<file path="src/inc/led_sink_defs.svh">
// constants of the serial on/off control block
`ifndef LED_SINK_DEFS_SVH
`define LED_SINK_DEFS_SVH

`define LSK_CHANNELS        16
`define LSK_FIFO_DEPTH      32
`define LSK_FIFO_WIDTH      1
`define LSK_STAT_THERM_BIT  15
`define LSK_LATCH_RST       16'h0000
`define LSK_SHIFT_RST       16'h0000
`define LSK_STATUS_RST      16'h0000
`define LSK_CLK_PERIOD_NS   10
`define LSK_LAT_SCLK_NS     100
`define LSK_LAT_SCLK_CYC    ((`LSK_LAT_SCLK_NS + `LSK_CLK_PERIOD_NS - 1) / `LSK_CLK_PERIOD_NS)

`endif

</file>
<file path="src/inc/led_sink_pkg.sv">
// types of the serial on/off control block
package led_sink_pkg;
    typedef logic [15:0] chan_word_t;
endpackage

</file>
<file path="src/logic/led_sink_ctrl.sv">
// serial on/off control of a sixteen channel current sink driver, with its bit fifo
`include "led_sink_defs.svh"

// ****************************************************************
// bit fifo
// ****************************************************************
module led_sink_fifo #(
    parameter int WIDTH = `LSK_FIFO_WIDTH,
    parameter int DEPTH = `LSK_FIFO_DEPTH
) (
    // clock and reset
    input  wire logic             clk_i,
    input  wire logic             reset_n_i,
    // fill side
    input  wire logic             in_valid_i,
    output logic                  in_ready_o,
    input  wire logic [WIDTH-1:0] in_data_i,
    // drain side
    output logic                  out_valid_o,
    input  wire logic             out_ready_i,
    output logic      [WIDTH-1:0] out_data_o
);
    localparam int AW = (DEPTH > 1) ? $clog2(DEPTH) : 1;
    // head is read combinationally, so pop and data meet in one cycle

    logic [WIDTH-1:0] mem [DEPTH];
    logic [AW-1:0]    wr_ptr_reg;
    logic [AW-1:0]    wr_ptr_next;
    logic [AW-1:0]    rd_ptr_reg;
    logic [AW-1:0]    rd_ptr_next;
    logic [AW:0]      count_reg;
    logic [AW:0]      count_next;
    wire              push;
    wire              pop;

    assign in_ready_o  = (count_reg != (AW+1)'(DEPTH));
    assign out_valid_o = (count_reg != '0);
    assign out_data_o  = mem[rd_ptr_reg];
    assign push        = in_valid_i & in_ready_o;
    assign pop         = out_valid_o & out_ready_i;
    assign wr_ptr_next = (wr_ptr_reg == AW'(DEPTH - 1)) ? '0 : wr_ptr_reg + 1'b1;
    assign rd_ptr_next = (rd_ptr_reg == AW'(DEPTH - 1)) ? '0 : rd_ptr_reg + 1'b1;
    assign count_next  = count_reg + (AW+1)'(push) - (AW+1)'(pop);

    always_ff @(posedge clk_i) begin
        if (push) begin
            mem[wr_ptr_reg] <= in_data_i;
        end
    end

    always_ff @(posedge clk_i) begin
        if (!reset_n_i) begin
            wr_ptr_reg <= '0;
            rd_ptr_reg <= '0;
            count_reg  <= '0;
        end else begin
            if (push) begin
                wr_ptr_reg <= wr_ptr_next;
            end
            if (pop) begin
                rd_ptr_reg <= rd_ptr_next;
            end
            count_reg <= count_next;
        end
    end
endmodule

// ****************************************************************
// control top
// ****************************************************************
// Contract
// - each rising shift clock edge stores the serial input level into bit 0, high as one.
// - each rising shift clock edge moves every shift register bit one place toward bit 15.
// - a rising strobe edge copies the whole shift register into the on/off latch.
// - the same strobe edge reloads the shift register with open-led and thermal status.
// - while blanking is high all sixteen sinks are off regardless of the latch.
// - while blanking is low each sink follows its on/off latch bit.
// - a rising blanking edge captures the status, shown at the capture output while blanking is low.
// - the serial output shows bit 15 of the shift register and changes on shift clock rises.
// - a latch bit of one turns its sink on, zero keeps it off, when not blanking.
module led_sink_ctrl (
    // clock and reset
    input  wire logic                    CLOCK_I,
    input  wire logic                    RESET_N_I,
    // serial link pins
    input  wire logic                    SHIFT_CLOCK_I,
    input  wire logic                    SERIAL_IN_I,
    input  wire logic                    TRANSFER_STROBE_I,
    input  wire logic                    BLANK_I,
    output logic                         SERIAL_OUT_O,
    // detector inputs
    input  wire led_sink_pkg::chan_word_t OPEN_LED_FLAG_I,
    input  wire logic                    THERMAL_WARNING_FLAG_I,
    // sink and status outputs
    output led_sink_pkg::chan_word_t     CURRENT_SINKS_O,
    output led_sink_pkg::chan_word_t     STATUS_CAPTURE_LATCH_O,
    output logic                         BUFFER_FULL_O
);
    import led_sink_pkg::*;

    // ****************************************************************
    // pin synchronisers
    // ****************************************************************
    // pins are async to CLOCK_I, so two flops before any logic
    // shift clock and strobe must sit low in reset, else a false edge follows
    logic       sclk_s1_reg;
    logic       sclk_s2_reg;
    logic       sclk_d_reg;
    logic       sin_s1_reg;
    logic       sin_s2_reg;
    logic       lat_s1_reg;
    logic       lat_s2_reg;
    logic       lat_d_reg;
    logic       blank_s1_reg;
    logic       blank_s2_reg;
    logic       blank_d_reg;
    chan_word_t open_s1_reg;
    chan_word_t open_s2_reg;
    logic       therm_s1_reg;
    logic       therm_s2_reg;

    always_ff @(posedge CLOCK_I) begin
        if (!RESET_N_I) begin
            sclk_s1_reg  <= 1'b0;
            sclk_s2_reg  <= 1'b0;
            sclk_d_reg   <= 1'b0;
            sin_s1_reg   <= 1'b0;
            sin_s2_reg   <= 1'b0;
            lat_s1_reg   <= 1'b0;
            lat_s2_reg   <= 1'b0;
            lat_d_reg    <= 1'b0;
            blank_s1_reg <= 1'b1;
            blank_s2_reg <= 1'b1;
            blank_d_reg  <= 1'b1;
            open_s1_reg  <= 16'h0000;
            open_s2_reg  <= 16'h0000;
            therm_s1_reg <= 1'b0;
            therm_s2_reg <= 1'b0;
        end else begin
            sclk_s1_reg  <= SHIFT_CLOCK_I;
            sclk_s2_reg  <= sclk_s1_reg;
            sclk_d_reg   <= sclk_s2_reg;
            sin_s1_reg   <= SERIAL_IN_I;
            sin_s2_reg   <= sin_s1_reg;
            lat_s1_reg   <= TRANSFER_STROBE_I;
            lat_s2_reg   <= lat_s1_reg;
            lat_d_reg    <= lat_s2_reg;
            blank_s1_reg <= BLANK_I;
            blank_s2_reg <= blank_s1_reg;
            blank_d_reg  <= blank_s2_reg;
            open_s1_reg  <= OPEN_LED_FLAG_I;
            open_s2_reg  <= open_s1_reg;
            therm_s1_reg <= THERMAL_WARNING_FLAG_I;
            therm_s2_reg <= therm_s1_reg;
        end
    end

    // edges compare the second flop with its delayed copy
    wire sclk_rise  = sclk_s2_reg & ~sclk_d_reg;
    wire lat_rise   = lat_s2_reg & ~lat_d_reg;
    wire blank_rise = blank_s2_reg & ~blank_d_reg;

    // ****************************************************************
    // status word
    // ****************************************************************
    // only sixteen places, so the thermal flag takes bit 15
    // limitation: the open-led state of channel 15 is never reported
    chan_word_t status_word;
    genvar n;
    generate
        for (n = 0; n < `LSK_CHANNELS; n++) begin : g_stat
            if (n == `LSK_STAT_THERM_BIT) begin : g_therm
                assign status_word[n] = therm_s2_reg;
            end else begin : g_open
                assign status_word[n] = open_s2_reg[n];
            end
        end
    endgenerate

    // ****************************************************************
    // bit fifo between link and shift register
    // ****************************************************************
    logic fifo_ready;
    logic fifo_valid;
    logic fifo_bit;
    logic lat_pend_reg;
    wire  lat_apply = lat_pend_reg & ~fifo_valid;
    // shifting stalls while a strobe is applied so the order holds
    wire  shift_pop = fifo_valid & ~lat_apply;

    led_sink_fifo #(
        .WIDTH (`LSK_FIFO_WIDTH),
        .DEPTH (`LSK_FIFO_DEPTH)
    ) u_fifo (
        .clk_i       (CLOCK_I),
        .reset_n_i   (RESET_N_I),
        .in_valid_i  (sclk_rise),
        .in_ready_o  (fifo_ready),
        .in_data_i   (sin_s2_reg),
        .out_valid_o (fifo_valid),
        .out_ready_i (shift_pop),
        .out_data_o  (fifo_bit)
    );

    // ****************************************************************
    // shift register, latches and outputs
    // ****************************************************************
    chan_word_t shift_reg;
    chan_word_t shift_next;
    chan_word_t latch_reg;
    chan_word_t status_cap_reg;
    chan_word_t sinks_next;
    chan_word_t status_out_next;

    // queued shifts win: the strobe waits until they have drained
    assign shift_next = lat_apply ? status_word :
                        shift_pop ? {shift_reg[14:0], fifo_bit} : shift_reg;
    // blank forces all off, else one means on
    assign sinks_next      = blank_s2_reg ? 16'h0000 : latch_reg;
    assign status_out_next = blank_s2_reg ? 16'h0000 : status_cap_reg;

    always_ff @(posedge CLOCK_I) begin
        if (!RESET_N_I) begin
            lat_pend_reg <= 1'b0;
        end else begin
            // a new strobe edge wins over the clear
            lat_pend_reg <= lat_rise | (lat_pend_reg & ~lat_apply);
        end
    end

    always_ff @(posedge CLOCK_I) begin
        if (!RESET_N_I) begin
            shift_reg <= `LSK_SHIFT_RST;
        end else begin
            shift_reg <= shift_next;
        end
    end

    always_ff @(posedge CLOCK_I) begin
        if (!RESET_N_I) begin
            latch_reg <= `LSK_LATCH_RST;
        end else if (lat_apply) begin
            latch_reg <= shift_reg;
        end
    end

    always_ff @(posedge CLOCK_I) begin
        if (!RESET_N_I) begin
            status_cap_reg <= `LSK_STATUS_RST;
        end else if (blank_rise) begin
            status_cap_reg <= status_word;
        end
    end

    // ****************************************************************
    // output registers
    // ****************************************************************
    // pops run every cycle the fifo holds a bit, so full is a guard only
    wire full_next = ~fifo_ready;

    always_ff @(posedge CLOCK_I) begin
        if (!RESET_N_I) begin
            CURRENT_SINKS_O <= `LSK_LATCH_RST;
        end else begin
            CURRENT_SINKS_O <= sinks_next;
        end
    end

    always_ff @(posedge CLOCK_I) begin
        if (!RESET_N_I) begin
            STATUS_CAPTURE_LATCH_O <= `LSK_STATUS_RST;
        end else begin
            STATUS_CAPTURE_LATCH_O <= status_out_next;
        end
    end

    always_ff @(posedge CLOCK_I) begin
        if (!RESET_N_I) begin
            SERIAL_OUT_O <= 1'b0;
        end else begin
            SERIAL_OUT_O <= shift_next[15];
        end
    end

    always_ff @(posedge CLOCK_I) begin
        if (!RESET_N_I) begin
            BUFFER_FULL_O <= 1'b0;
        end else begin
            // shift clock rises are dropped while high
            BUFFER_FULL_O <= full_next;
        end
    end
endmodule

</file>
<file path="config.mk">
export PLATFORM = sky130hd
export DESIGN_NAME = led_sink_ctrl
export DESIGN_NICKNAME = d
export VERILOG_FILES = /design/src/inc/led_sink_pkg.sv /design/src/logic/led_sink_ctrl.sv
export VERILOG_INCLUDE_DIRS = /design/src /design/src/inc
export SDC_FILE = /design/constraint.sdc
export NUM_CORES = 1
export LEC_CHECK = 0
export ABC_AREA = 1
export ABC_CLOCK_PERIOD_IN_PS = 2900
export BUFFER_PORTS_ARGS = -buffer_cell sky130_fd_sc_hd__buf_2
export CAP_MARGIN = 20
export CORE_ASPECT_RATIO = 1.5
export CORE_UTILIZATION = 50
export CTS_CLUSTER_SIZE = 24
export DETAILED_ROUTE_END_ITERATION = 8
export PLACE_DENSITY_LB_ADDON = 0.12
export SLEW_MARGIN = 0
export SYNTH_ARGS = -nofsm -noshare
export SYNTH_HDL_FRONTEND = slang
export SYNTH_SLANG_ARGS = --single-unit
</file>
<file path="constraint.sdc">
create_clock -name CLOCK_I -period 2.9 [get_ports CLOCK_I]
set_clock_uncertainty 0.2 [all_clocks]
set_input_delay 0.725 -clock CLOCK_I [delete_from_list [all_inputs] [get_ports CLOCK_I]]
set_output_delay 0.725 -clock CLOCK_I [all_outputs]
set_load 0.05 [all_outputs]
</file>
* After elaboration in Yosys (flattened, before gate mapping)
Memory sizes are Yosys's and may differ from the RTL's. A register that Yosys moved wholly into a read port is not among the register bits.
Cells that the tools add are included.
** Word-level totals
- Register bits after elaboration :: 141
- Memory bits (writable) :: 32
- Output and inout bits :: 34
- Word-level logic and storage cells :: 61
- Memories kept :: 1
** Operators by class
- Add/subtract/negate cells :: 4
- Eq/ne operators :: 3
- Muxes and demuxes :: 8
- Bitwise logic cells :: 16
- Reductions and logical operators :: 3
** Memory list
- u_fifo.mem :: words 32, width 1, read ports 1, clocked after Yosys merged registers in 1, write ports 1, RTL line led_sink_ctrl.sv:26 : logic [WIDTH-1:0] mem [DEPTH];
** Operator list (count)
- $mux 16 :: 2
- $mux 5 :: 4
- $add 5x1->5 const B :: 2
- $eq 5x5->1 const B :: 2
- $and 1x1->1 :: 8
- $not 1->1 :: 7
- $add 6x1->6 :: 1
- $ne 6x6->1 const B :: 1
- $reduce_bool 6->1 :: 1
- $sub 6x1->6 :: 1
- $mux 1 :: 2
- $reduce_bool 2->1 :: 1
- $reduce_or 2->1 :: 1
- $or 1x1->1 :: 1

* Depth between registers and ports, before layout
Gate-level depths: netlist (run 1).
- Depth after elaboration :: 8
- Gate-level depth with buffers :: 17
- Depth with buffers taken out :: 16

* Hierarchy
A second synthesis (run 1) with hierarchy kept.
** Second synthesis, totals
- Cells, all modules :: 786
- Area total of the unflattened synthesis :: 6839.1 um^2
** Modules (own cells, without submodules)
- led_sink_ctrl :: instances 1, cells an instance 502, area each 4244.1 um^2
- led_sink_fifo :: instances 1, cells an instance 284, area each 2595.0 um^2

* Worst setup path after synthesis (run 1)
OpenSTA, ideal clock, no wires.
- Path kind :: register to register
- From :: reg u_fifo.count_reg[2]
- To :: reg u_fifo.count_reg[4]
- Library setup time :: 0.070 ns
- Arrival time :: 2.222 ns
- Required time :: 2.630 ns
- Setup slack :: 0.408 ns
- Cell stages (with the launch flop) :: 18
- Period minus slack after synthesis :: 2.492 ns
- Cell sequence :: dfxtp_1 > inv_1 > ha_1 > inv_1 > nor3_4 > nand2_4 > inv_2 > buf_4 > nor2_1 > ha_1 > fa_1 > nand2_1 > inv_1 > nor2_1 > nor2_1 > nor2_1 > o21ai_0 > a21oi_1
** Between the ends
- Longest elaborated chain between the ends :: 7
- Elaborated cells on any way between the ends :: 10
- Classes of those cells :: add/sub: 2; eq/ne: 1; bitwise: 6; reduce/logical: 1
** RTL lines
- from (decl) :: RTL line led_sink_ctrl.sv:31 : logic [AW:0] count_reg;
- from (signal assigned) :: RTL line led_sink_ctrl.sv:63 : count_reg <= count_next;
- branches (longest 6 deep; another with $add 6x1->6)
- $sub 6x1->6 * :: RTL line led_sink_ctrl.sv:43 : assign count_next = count_reg + (AW+1)'(push) - (AW+1)'(pop);
Every way passes the cells marked *.
A chain may end at the register's enable or synchronous reset.

* Final worst setup path (run 1)
- From :: reg u_fifo.count_reg[3]
- To :: reg u_fifo.count_reg[4]
Same word-level chain as after synthesis.

==> impl_metrics.tcl, run 1 <==
set metrics [dict create \
    outcome "completed" \
    netlist-cell-type-count 32 \
    largest_reg_flops 32 \
    postPlaceCellArea_sq_um 6850 \
    cts_sinks 178 \
    ioPinCount 57 \
    cts_tree "built" \
    ir_drop_mv 0.430 \
    io_buffers 55 \
    drc 0 \
    cts.htree.levels 4 \
    fin_setup_tns_ns 0 \
    setup_violations 0 \
    reg2reg_from "u_fifo.count_reg[3]" \
    postLayoutCoreUtil_pct 59.2 \
    grt_pass1_vias 4483 \
    grt_first_pass_wirelength_mm 21.0 \
    p_leak_nw 3.40 \
    crit_required_ns 3.05 \
    antenna_left 0 \
    critPathKind "register to register" \
    rsz0062_at_grt "false" \
    tightest_slew_ns 0.921 \
    root_buffer "clkbuf_16" \
    p_per_area_nw_per_um2 799 \
    vias 4648 \
    worstSetupStartpointType "register" \
    initial_core_util_pct 51.6 \
    insertion_delay_ns 0.42 \
    maxSlewViolCount 0 \
    fillers 1106 \
    clockBufferDepth 2 \
    gp_congestion 0.826 \
    crit_end "u_fifo.count_reg[4]" \
    cts_resized 0 \
    drt_iter0_markers 301 \
    worstHoldPathCells 2 \
    drive_gt1_share_pct 13.3 \
    drt-total-wl_mm 12.6 \
    maxCapViolCount 0 \
    syn_avg_cell_area_sq_um 8.85 \
    fp.dieW_um 95.0 \
    cts_setup_buffers 0 \
    rr_endpoint "u_fifo.count_reg[4]" \
    whs_ns 0.213 \
    rows 50 \
    first_pass_iters 5 \
    die_area_sq_um 13400 \
    grt_max_degree 49 \
    path_clk_slew_ns 0.06 \
    crit_fanout 7 \
    gr-total-overflow 0 \
    drt-wirelength-per-cell_um 13.2 \
    place_hpwl_mm 8.97 \
    routed_via_density 4.86 \
    regMostFlops "u_fifo.mem" \
    syn_inst 733 \
    critPathCaptureType "register" \
    antenna_found_initial 0 \
    period_needed_ns 2.57 \
    die_h_um 142 \
    core_area_sq_um 12600 \
    preCtsSetupSlack_ns 0.351 \
    grtUsageTotal_pct 20.7 \
    worstHoldPathType "register to register" \
    cts.hold.buffers_added 0 \
    ys_seq_area_share_pct 59.9 \
    ys_ff_latch 178 \
    fin_ws_ns 0.329 \
    cp.arrival_ns 2.72 \
    max_freq_ghz 0.389 \
    post-route-cell-area_sq_um 7440 \
    startpoint "u_fifo.count_reg[3]" \
    numCtsBuffers 17 \
    fin_crit_sh_pct 88.6 \
    r2r_slack_ns 0.33 \
    syn_area_sq_um 6490 \
    r2r_cells 16 \
    yosysWarnings 0 \
    synthToLayoutAreaGrowth_pct 14.7 \
    report.final.hold_viol_count 0 \
    relSlewSlack_pct 38.5 \
    syn_nets 772 \
    nets 826 \
    diodes 0 \
]
layout make-up:
type	instances	area, sq um	share of cell area [%]
Multi-Input combinational cell	395	1940	26.1
Inverter	131	492	6.61
Sequential cell	178	3880	52.2
Timing Repair Buffer	64	343	4.61
Clock buffer	21	482	6.48
Clock inverter	11	103	1.38
Tap cell	156	195	2.62
kinds of logic after synthesis:
group	after synthesis	synth area share [%]
AND/OR/NAND/NOR	263	16.9
flip-flops	178	59.9
buffers and inverters	160	10.2
AO/OA/AOI/OAI	115	9.64
adder cells (fa/ha/maj)	16	3.20
XOR/XNOR	1	0.135
per-stage QoR:
stage / power, W / cells
after floorplan: 0.00355 / 733
after global placement: 0.00374 / 924
after detailed placement: 0.00379 / 924
after CTS: 0.00599 / 956
after global routing: 0.00625 / 956
final: 0.00594 / 956
per-layer routing:
layer,track usage [%],wire length (um)
met1,24.1,5290
met2,35.8,6570
met3,4.34,494
met4,9.25,285
met5,0,0
worst min-delay path by stage:
stage / from / end
after floorplan: lat_s1_reg / lat_s2_reg
after global placement: sclk_s1_reg / sclk_s2_reg
after detailed placement: open_s1_reg[7] / open_s2_reg[7]
after CTS: open_s1_reg[7] / open_s2_reg[7]
after global routing: sclk_s1_reg / sclk_s2_reg
final: open_s1_reg[10] / open_s2_reg[10]
Yosys cell counts, drive strengths merged:
library cell / instances / area [sq um]
a21oi: 50 / 250
a22oi: 10 / 75.1
buf: 18 / 130
clkbuf: 11 / 41.3
dfxtp: 146 / 2920
edfxtp: 32 / 961
fa: 1 / 20.0
ha: 15 / 188
inv: 131 / 492
nand2: 141 / 537
nand3: 30 / 150
nand3b: 1 / 7.51
nand4: 1 / 6.26
nor2: 74 / 302
nor3: 12 / 71.3
nor4: 1 / 6.26
o211ai: 6 / 45.0
o21a: 1 / 7.51
o21ai: 47 / 239
o32ai: 1 / 8.76
or2: 3 / 18.8
xor2: 1 / 8.76
worst max-delay path: stages (launching register included):
cell and delay [ns]:
dfxtp_1 0.32, inv_1 0.07, ha_1 0.14, inv_1 0.06, nor3_4 0.16, nand2_1 0.11, nand2_1 0.09, inv_1 0.11
ha_1 0.24, fa_1 0.39, nand2_1 0.08, inv_1 0.05, nor2_1 0.10, nor2_1 0.06, nor2_1 0.11, o21ai_0 0.09
a21oi_1 0.12
where the power goes:
| part | internal (W) | switching [W] |
|---|---|---|
| logic | 0.000330 | 0.000630 |
| clock network | 0.00128 | 0.000929 |
| registers | 0.00265 | 0.000116 |
placed cells by master (no fill, tap or decap), types with 2 or more instances in the layout:
master,instances
dfxtp_1,146
nand2_1,140
inv_1,128
nor2_1,72
buf_2,55
a21oi_1,50
o21ai_0,42
edfxtp_1,32
nand3_1,30
clkbuf_16,18
ha_1,15
nor3_1,11
a22oi_1,10
buf_4,9
o211ai_1,6
inv_2,4
o21ai_1,4
clkinv_4,4
or2_2,3
inv_4,2
clkbuf_8,2
Note: power is estimated with default switching activity, not from simulation.
==> run 2: changes to the inputs <==
--- a/config.mk
+++ b/config.mk
@@ -10,8 +10,11 @@
 export ABC_CLOCK_PERIOD_IN_PS = 2900
 export BUFFER_PORTS_ARGS = -buffer_cell sky130_fd_sc_hd__buf_2
 export CAP_MARGIN = 20
+export CELL_PAD_IN_SITES_DETAIL_PLACEMENT = 0
+export CELL_PAD_IN_SITES_GLOBAL_PLACEMENT = 1
 export CORE_ASPECT_RATIO = 1.5
-export CORE_UTILIZATION = 50
+export CORE_UTILIZATION = 45
+export CTS_BUF_LIST = sky130_fd_sc_hd__clkbuf_16
 export CTS_CLUSTER_SIZE = 24
 export DETAILED_ROUTE_END_ITERATION = 8
 export PLACE_DENSITY_LB_ADDON = 0.12
==> run 2 against run 1 <==
Compared with the run above:
- non-clock buffer count is the same
- clock power down 5%
- utilization decreased by 6.0 points
- power is 1.7% lower
- sequential share of layout area fell by 0.20 points
- hold slack hardly changed
- die area up 11%
- maximum frequency fell by 0.59%
- critical endpoint unchanged
- setup slack worse by 0.015 ns
- first-iteration DRC count shrank 44%
- largest cell class unchanged
- routed wire length grew 4.5%
- flip-flop and latch count unchanged
==> impl_metrics.tcl, run 2 (same netlist as run 1, synthesis figures left out) <==
set metrics [dict create \
    outcome "completed" \
    final_common_cell "dfxtp_1" \
    initial_core_util_pct 46.1 \
    setup_violations 0 \
    crit_path_frequent_cell "inv_1" \
    crit_required_ns 3.04 \
    critical_path.slowest_cell "fa_1" \
    insertion_delay_ns 0.42 \
    fin_crit_sh_pct 89.2 \
    period_needed_ns 2.59 \
    first_pass_iters 4 \
    fillers 1386 \
    maxCapViolCount 0 \
    drt_iter0_markers 169 \
    io_buffers 55 \
    core_area_sq_um 14100 \
    cts_tree "built" \
    p_leak_nw 3.38 \
    regMostFlops "u_fifo.mem" \
    worstPathCellList "inv_1 -> ha_1 -> inv_1 -> nor3_4 -> nand2_1 -> nand2_1 -> inv_1 -> ha_1 -> fa_1 -> nand2_1 -> inv_1 -> nor2_1 -> nor2_1 -> nor2_1 -> o21ai_0 -> a21oi_1" \
    rsz0062_at_grt "false" \
    grt_pass1_vias 4552 \
    numCtsBuffers 17 \
    die_area_sq_um 14900 \
    cts_resized 0 \
    place_hpwl_mm 9.34 \
    clockBufferDepth 2 \
    cts.hold.buffers_added 0 \
    fin_ws_ns 0.314 \
    critPathKind "register to register" \
    drc 0 \
    cts.htree.levels 4 \
    startpoint "u_fifo.count_reg[2]" \
    vias 4614 \
    slowest_delay_ns 0.39 \
    cts_sinks 178 \
    nets 826 \
    maxSlewViolCount 0 \
    diodes 0 \
    die_h_um 149 \
    cts_setup_buffers 0 \
    min-delay-start "open_s1_reg[8]" \
    fp.dieW_um 100 \
    ir_drop_mv 0.363 \
    cp.arrival_ns 2.73 \
    crit_fanout 7 \
    rows 53 \
    max_freq_ghz 0.387 \
    drive_gt1_share_pct 13.1 \
    grt_first_pass_wirelength_mm 22.1 \
    worstSetupStartpointType "register" \
    synthToLayoutAreaGrowth_pct 15.1 \
    largest_reg_flops 32 \
    antenna_found_initial 0 \
    ioPinCount 57 \
    report.final.hold_viol_count 0 \
    relSlewSlack_pct 34.6 \
    gp_congestion 0.755 \
    grtUsageTotal_pct 19.3 \
    path_clk_slew_ns 0.07 \
    tightest_slew_ns 0.979 \
    route.met3.wl_um 335 \
    p_per_area_nw_per_um2 782 \
    routed_via_density 4.66 \
    top_layer "met4" \
    met2_length_mm 6.98 \
    drt-total-wl_mm 13.2 \
    fin_setup_tns_ns 0 \
    wirelength_met1_mm 5.66 \
    antenna_left 0 \
    grt_max_degree 41 \
    drt-wirelength-per-cell_um 13.3 \
    critPathCaptureType "register" \
    preCtsSetupSlack_ns 0.350 \
    gr-total-overflow 0 \
    reg2reg_from "u_fifo.count_reg[2]" \
    layout_common_cells "dfxtp_1 (146), nand2_1 (140), inv_1 (128)" \
    worstHoldPathType "register to register" \
    root_buffer "clkbuf_16" \
]
-- run 2: worst paths after layout --
| check | end | slack (ns) | cells past startpoint |
|---|---|---|---|
| max | u_fifo.count_reg[4] | 0.31 | 16 |
| min | open_s2_reg[8] | 0.21 | 2 |
| max reg2reg | u_fifo.count_reg[4] | 0.31 | 16 |
| min reg2reg | open_s2_reg[8] | 0.21 | 2 |
-- run 2: metrics by stage --
stage	hold WS (ns)	power, W	cell area (sq um)	util [%]	instances
4_1_cts	0.212	0.00591	7470	53.1	991
3_3_place_gp	0.194	0.00378	6920	49.3	960
6_report	0.213	0.00584	7470	53.1	991
3_5_place_dp	0.196	0.00381	6920	49.3	960
5_1_grt	0.230	0.00618	7470	53.1	991
2_1_floorplan	0.190	0.00355	6490	-	733
-- run 2: report_power, final --
part           total, W  internal, W  switching, W
logic          0.000994     0.000339      0.000656
clock network   0.00209      0.00117      0.000923
registers       0.00275      0.00265     0.0000982
total           0.00584      0.00416       0.00168
-- run 2: cell type report --
class	count	area, sq um	share of cell area, %
clock buffer	17	425	5.70
clock inverter	14	118	1.58
inverter	131	492	6.59
multi-input combinational	395	1940	26.0
sequential	178	3880	52.0
tap	192	240	3.22
timing repair buffer	64	368	4.93
-- run 2: critical path: cells and delay by family, from the launching register on --
family	cells	cell delay, ns
flops	1	0.32
compound gates	2	0.25
simple gates	7	0.67
buf+inv	4	0.30
fa+ha+maj	3	0.77
-- run 2: metal layers --
metal  vias up  GRT usage [%]
met5         -              0
met4         0           7.39
met3        15           4.12
met2        65           35.2
met1      2136           21.8
li1       2398              -
==> run 3: changes to the inputs <==
--- a/config.mk
+++ b/config.mk
@@ -7,13 +7,13 @@
 export NUM_CORES = 1
 export LEC_CHECK = 0
 export ABC_AREA = 1
-export ABC_CLOCK_PERIOD_IN_PS = 2900
+export ABC_CLOCK_PERIOD_IN_PS = 3000
 export BUFFER_PORTS_ARGS = -buffer_cell sky130_fd_sc_hd__buf_2
 export CAP_MARGIN = 20
 export CELL_PAD_IN_SITES_DETAIL_PLACEMENT = 0
 export CELL_PAD_IN_SITES_GLOBAL_PLACEMENT = 1
 export CORE_ASPECT_RATIO = 1.5
-export CORE_UTILIZATION = 45
+export CORE_UTILIZATION = 48
 export CTS_BUF_LIST = sky130_fd_sc_hd__clkbuf_16
 export CTS_CLUSTER_SIZE = 24
 export DETAILED_ROUTE_END_ITERATION = 8
==> constraint.sdc (replaced) <==
create_clock -name CLOCK_I -period 3 [get_ports CLOCK_I]
set_clock_uncertainty 0.2 [all_clocks]
set_input_delay 0.75 -clock CLOCK_I [delete_from_list [all_inputs] [get_ports CLOCK_I]]
set_output_delay 0.75 -clock CLOCK_I [all_outputs]
set_load 0.05 [all_outputs]
==> run 3 against run 2 <==
Compared with the run above:
- count of clock-buffer cells in the layout rose by 1
- flip-flop and latch count did not move
- power fell by 1.9%
- setup slack improved by 0.17 ns
- clock power barely moved
- cell area fell by 0.27%
==> impl_metrics.tcl, run 3 (same netlist as run 1, synthesis figures left out) <==
set metrics [dict create \
    outcome "completed" \
    reg2reg_from "u_fifo.count_reg[2]" \
    setup_violations 0 \
    layout_common_cells "dfxtp_1 (146), nand2_1 (140), inv_1 (127)" \
    drc 0 \
    ir_drop_mv 0.479 \
    worstHoldPathCells 2 \
    p_per_area_nw_per_um2 769 \
    critPathCaptureType "register" \
    p_leak_nw 3.40 \
    cp.arrival_ns 2.66 \
    cts.htree.levels 4 \
    cts_sinks 178 \
    grtUsageTotal_pct 19.9 \
    first_pass_iters 4 \
    rsz0062_at_grt "false" \
    startpoint "u_fifo.count_reg[2]" \
    root_buffer "clkbuf_16" \
    final_common_cell "dfxtp_1" \
    crit_fanout 7 \
    cts_tree "built" \
    die_h_um 144 \
    synthToLayoutAreaGrowth_pct 14.8 \
    maxSlewViolCount 0 \
    clockBufferDepth 2 \
    rows 51 \
    worstSetupStartpointType "register" \
    gr-total-overflow 0 \
    relSlewSlack_pct 40.3 \
    cts.hold.buffers_added 0 \
    core_area_sq_um 13100 \
    die_area_sq_um 14000 \
    dp.cells 927 \
    drive_gt1_share_pct 13.4 \
    largest_reg_flops 32 \
    fp.dieW_um 96.9 \
    regMostFlops "u_fifo.mem" \
    final_cell_count_no_fill 959 \
    cts_resized 0 \
    vias 4593 \
    grt_first_pass_wirelength_mm 21.6 \
    report.final.hold_viol_count 0 \
    drt-wirelength-per-cell_um 13.4 \
    crit_required_ns 3.14 \
    maxCapViolCount 0 \
    antenna_found_initial 0 \
    critPathKind "register to register" \
    ioPinCount 57 \
    antenna_left 0 \
    max_freq_ghz 0.397 \
    fin_crit_sh_pct 83.9 \
    place_hpwl_mm 9.11 \
    power.total_w 0.00573 \
    grt_pass1_vias 4567 \
    cts_setup_buffers 0 \
    numCtsBuffers 17 \
    routed_via_density 4.79 \
    nets 826 \
    io_buffers 55 \
    gp_congestion 0.766 \
    grt_max_degree 52 \
    insertion_delay_ns 0.42 \
    drt_iter0_markers 177 \
    drt-total-wl_mm 12.9 \
    diodes 0 \
    worstHoldPathType "register to register" \
    min-delay-start "sin_s1_reg" \
    fin_setup_tns_ns 0 \
    tightest_slew_ns 0.895 \
    initial_core_util_pct 49.6 \
    r2r_cells 16 \
    period_needed_ns 2.52 \
    path_clk_slew_ns 0.06 \
]
run 3: layout make-up:
cell class | count | area [sq um]
clock buffers | 18 | 450
repair buffers | 64 | 355
well taps | 159 | 199
fillers | 1203 | 5630
multi-input cells | 395 | 1940
clock inverters | 14 | 126
flip-flops and latches | 178 | 3880
inverters | 131 | 492
run 3: path summary, 6_finish.rpt:
check | end | slack [ns]
setup / recovery | u_fifo.count_reg[4] | 0.48
hold / removal | sin_s2_reg | 0.21
setup reg to reg | u_fifo.count_reg[4] | 0.48
hold reg to reg | sin_s2_reg | 0.21
run 3: where the power goes:
part | total [W] | internal [W] | leakage [nW] | switching, W
Clock | 0.00212 | 0.00120 | 0.280 | 0.000918
Sequential | 0.00264 | 0.00256 | 1.49 | 0.0000790
Combinational | 0.000967 | 0.000328 | 1.63 | 0.000639
run 3: metal layers:
layer  track usage, %  part of all wire, %  vias up
met4             10.2                  3.4        0
met1             21.9                   42     2086
met2             35.9                   52       83
met3             4.40                  3.0       23
met5                0                    0        -
li1                 -                    -     2401
run 3: per-stage QoR:
stage | hold slack, ns | setup slack, ns | util [%] | area (sq um)
6_report | 0.212 | 0.484 | 56.9 | 7450
5_1_grt | 0.235 | 0.162 | 56.9 | 7450
4_1_cts | 0.214 | 0.459 | 56.9 | 7450
3_5_place_dp | 0.198 | 0.475 | 52.5 | 6870
3_3_place_gp | 0.192 | 0.519 | 52.5 | 6870
2_1_floorplan | 0.190 | 0.508 | - | 6490
run 3: worst max-delay path, cell delays in order (launching register included):
cell and delay [ns]:
dfxtp_1 0.31, inv_1 0.07, ha_1 0.15, inv_1 0.06, nor3_4 0.16, nand2_1 0.10, nand2_1 0.08, inv_1 0.11
ha_1 0.24, fa_1 0.38, nand2_1 0.08, inv_1 0.05, nor2_1 0.08, nor2_1 0.04, nor2_1 0.11, o21ai_0 0.09
a21oi_1 0.14
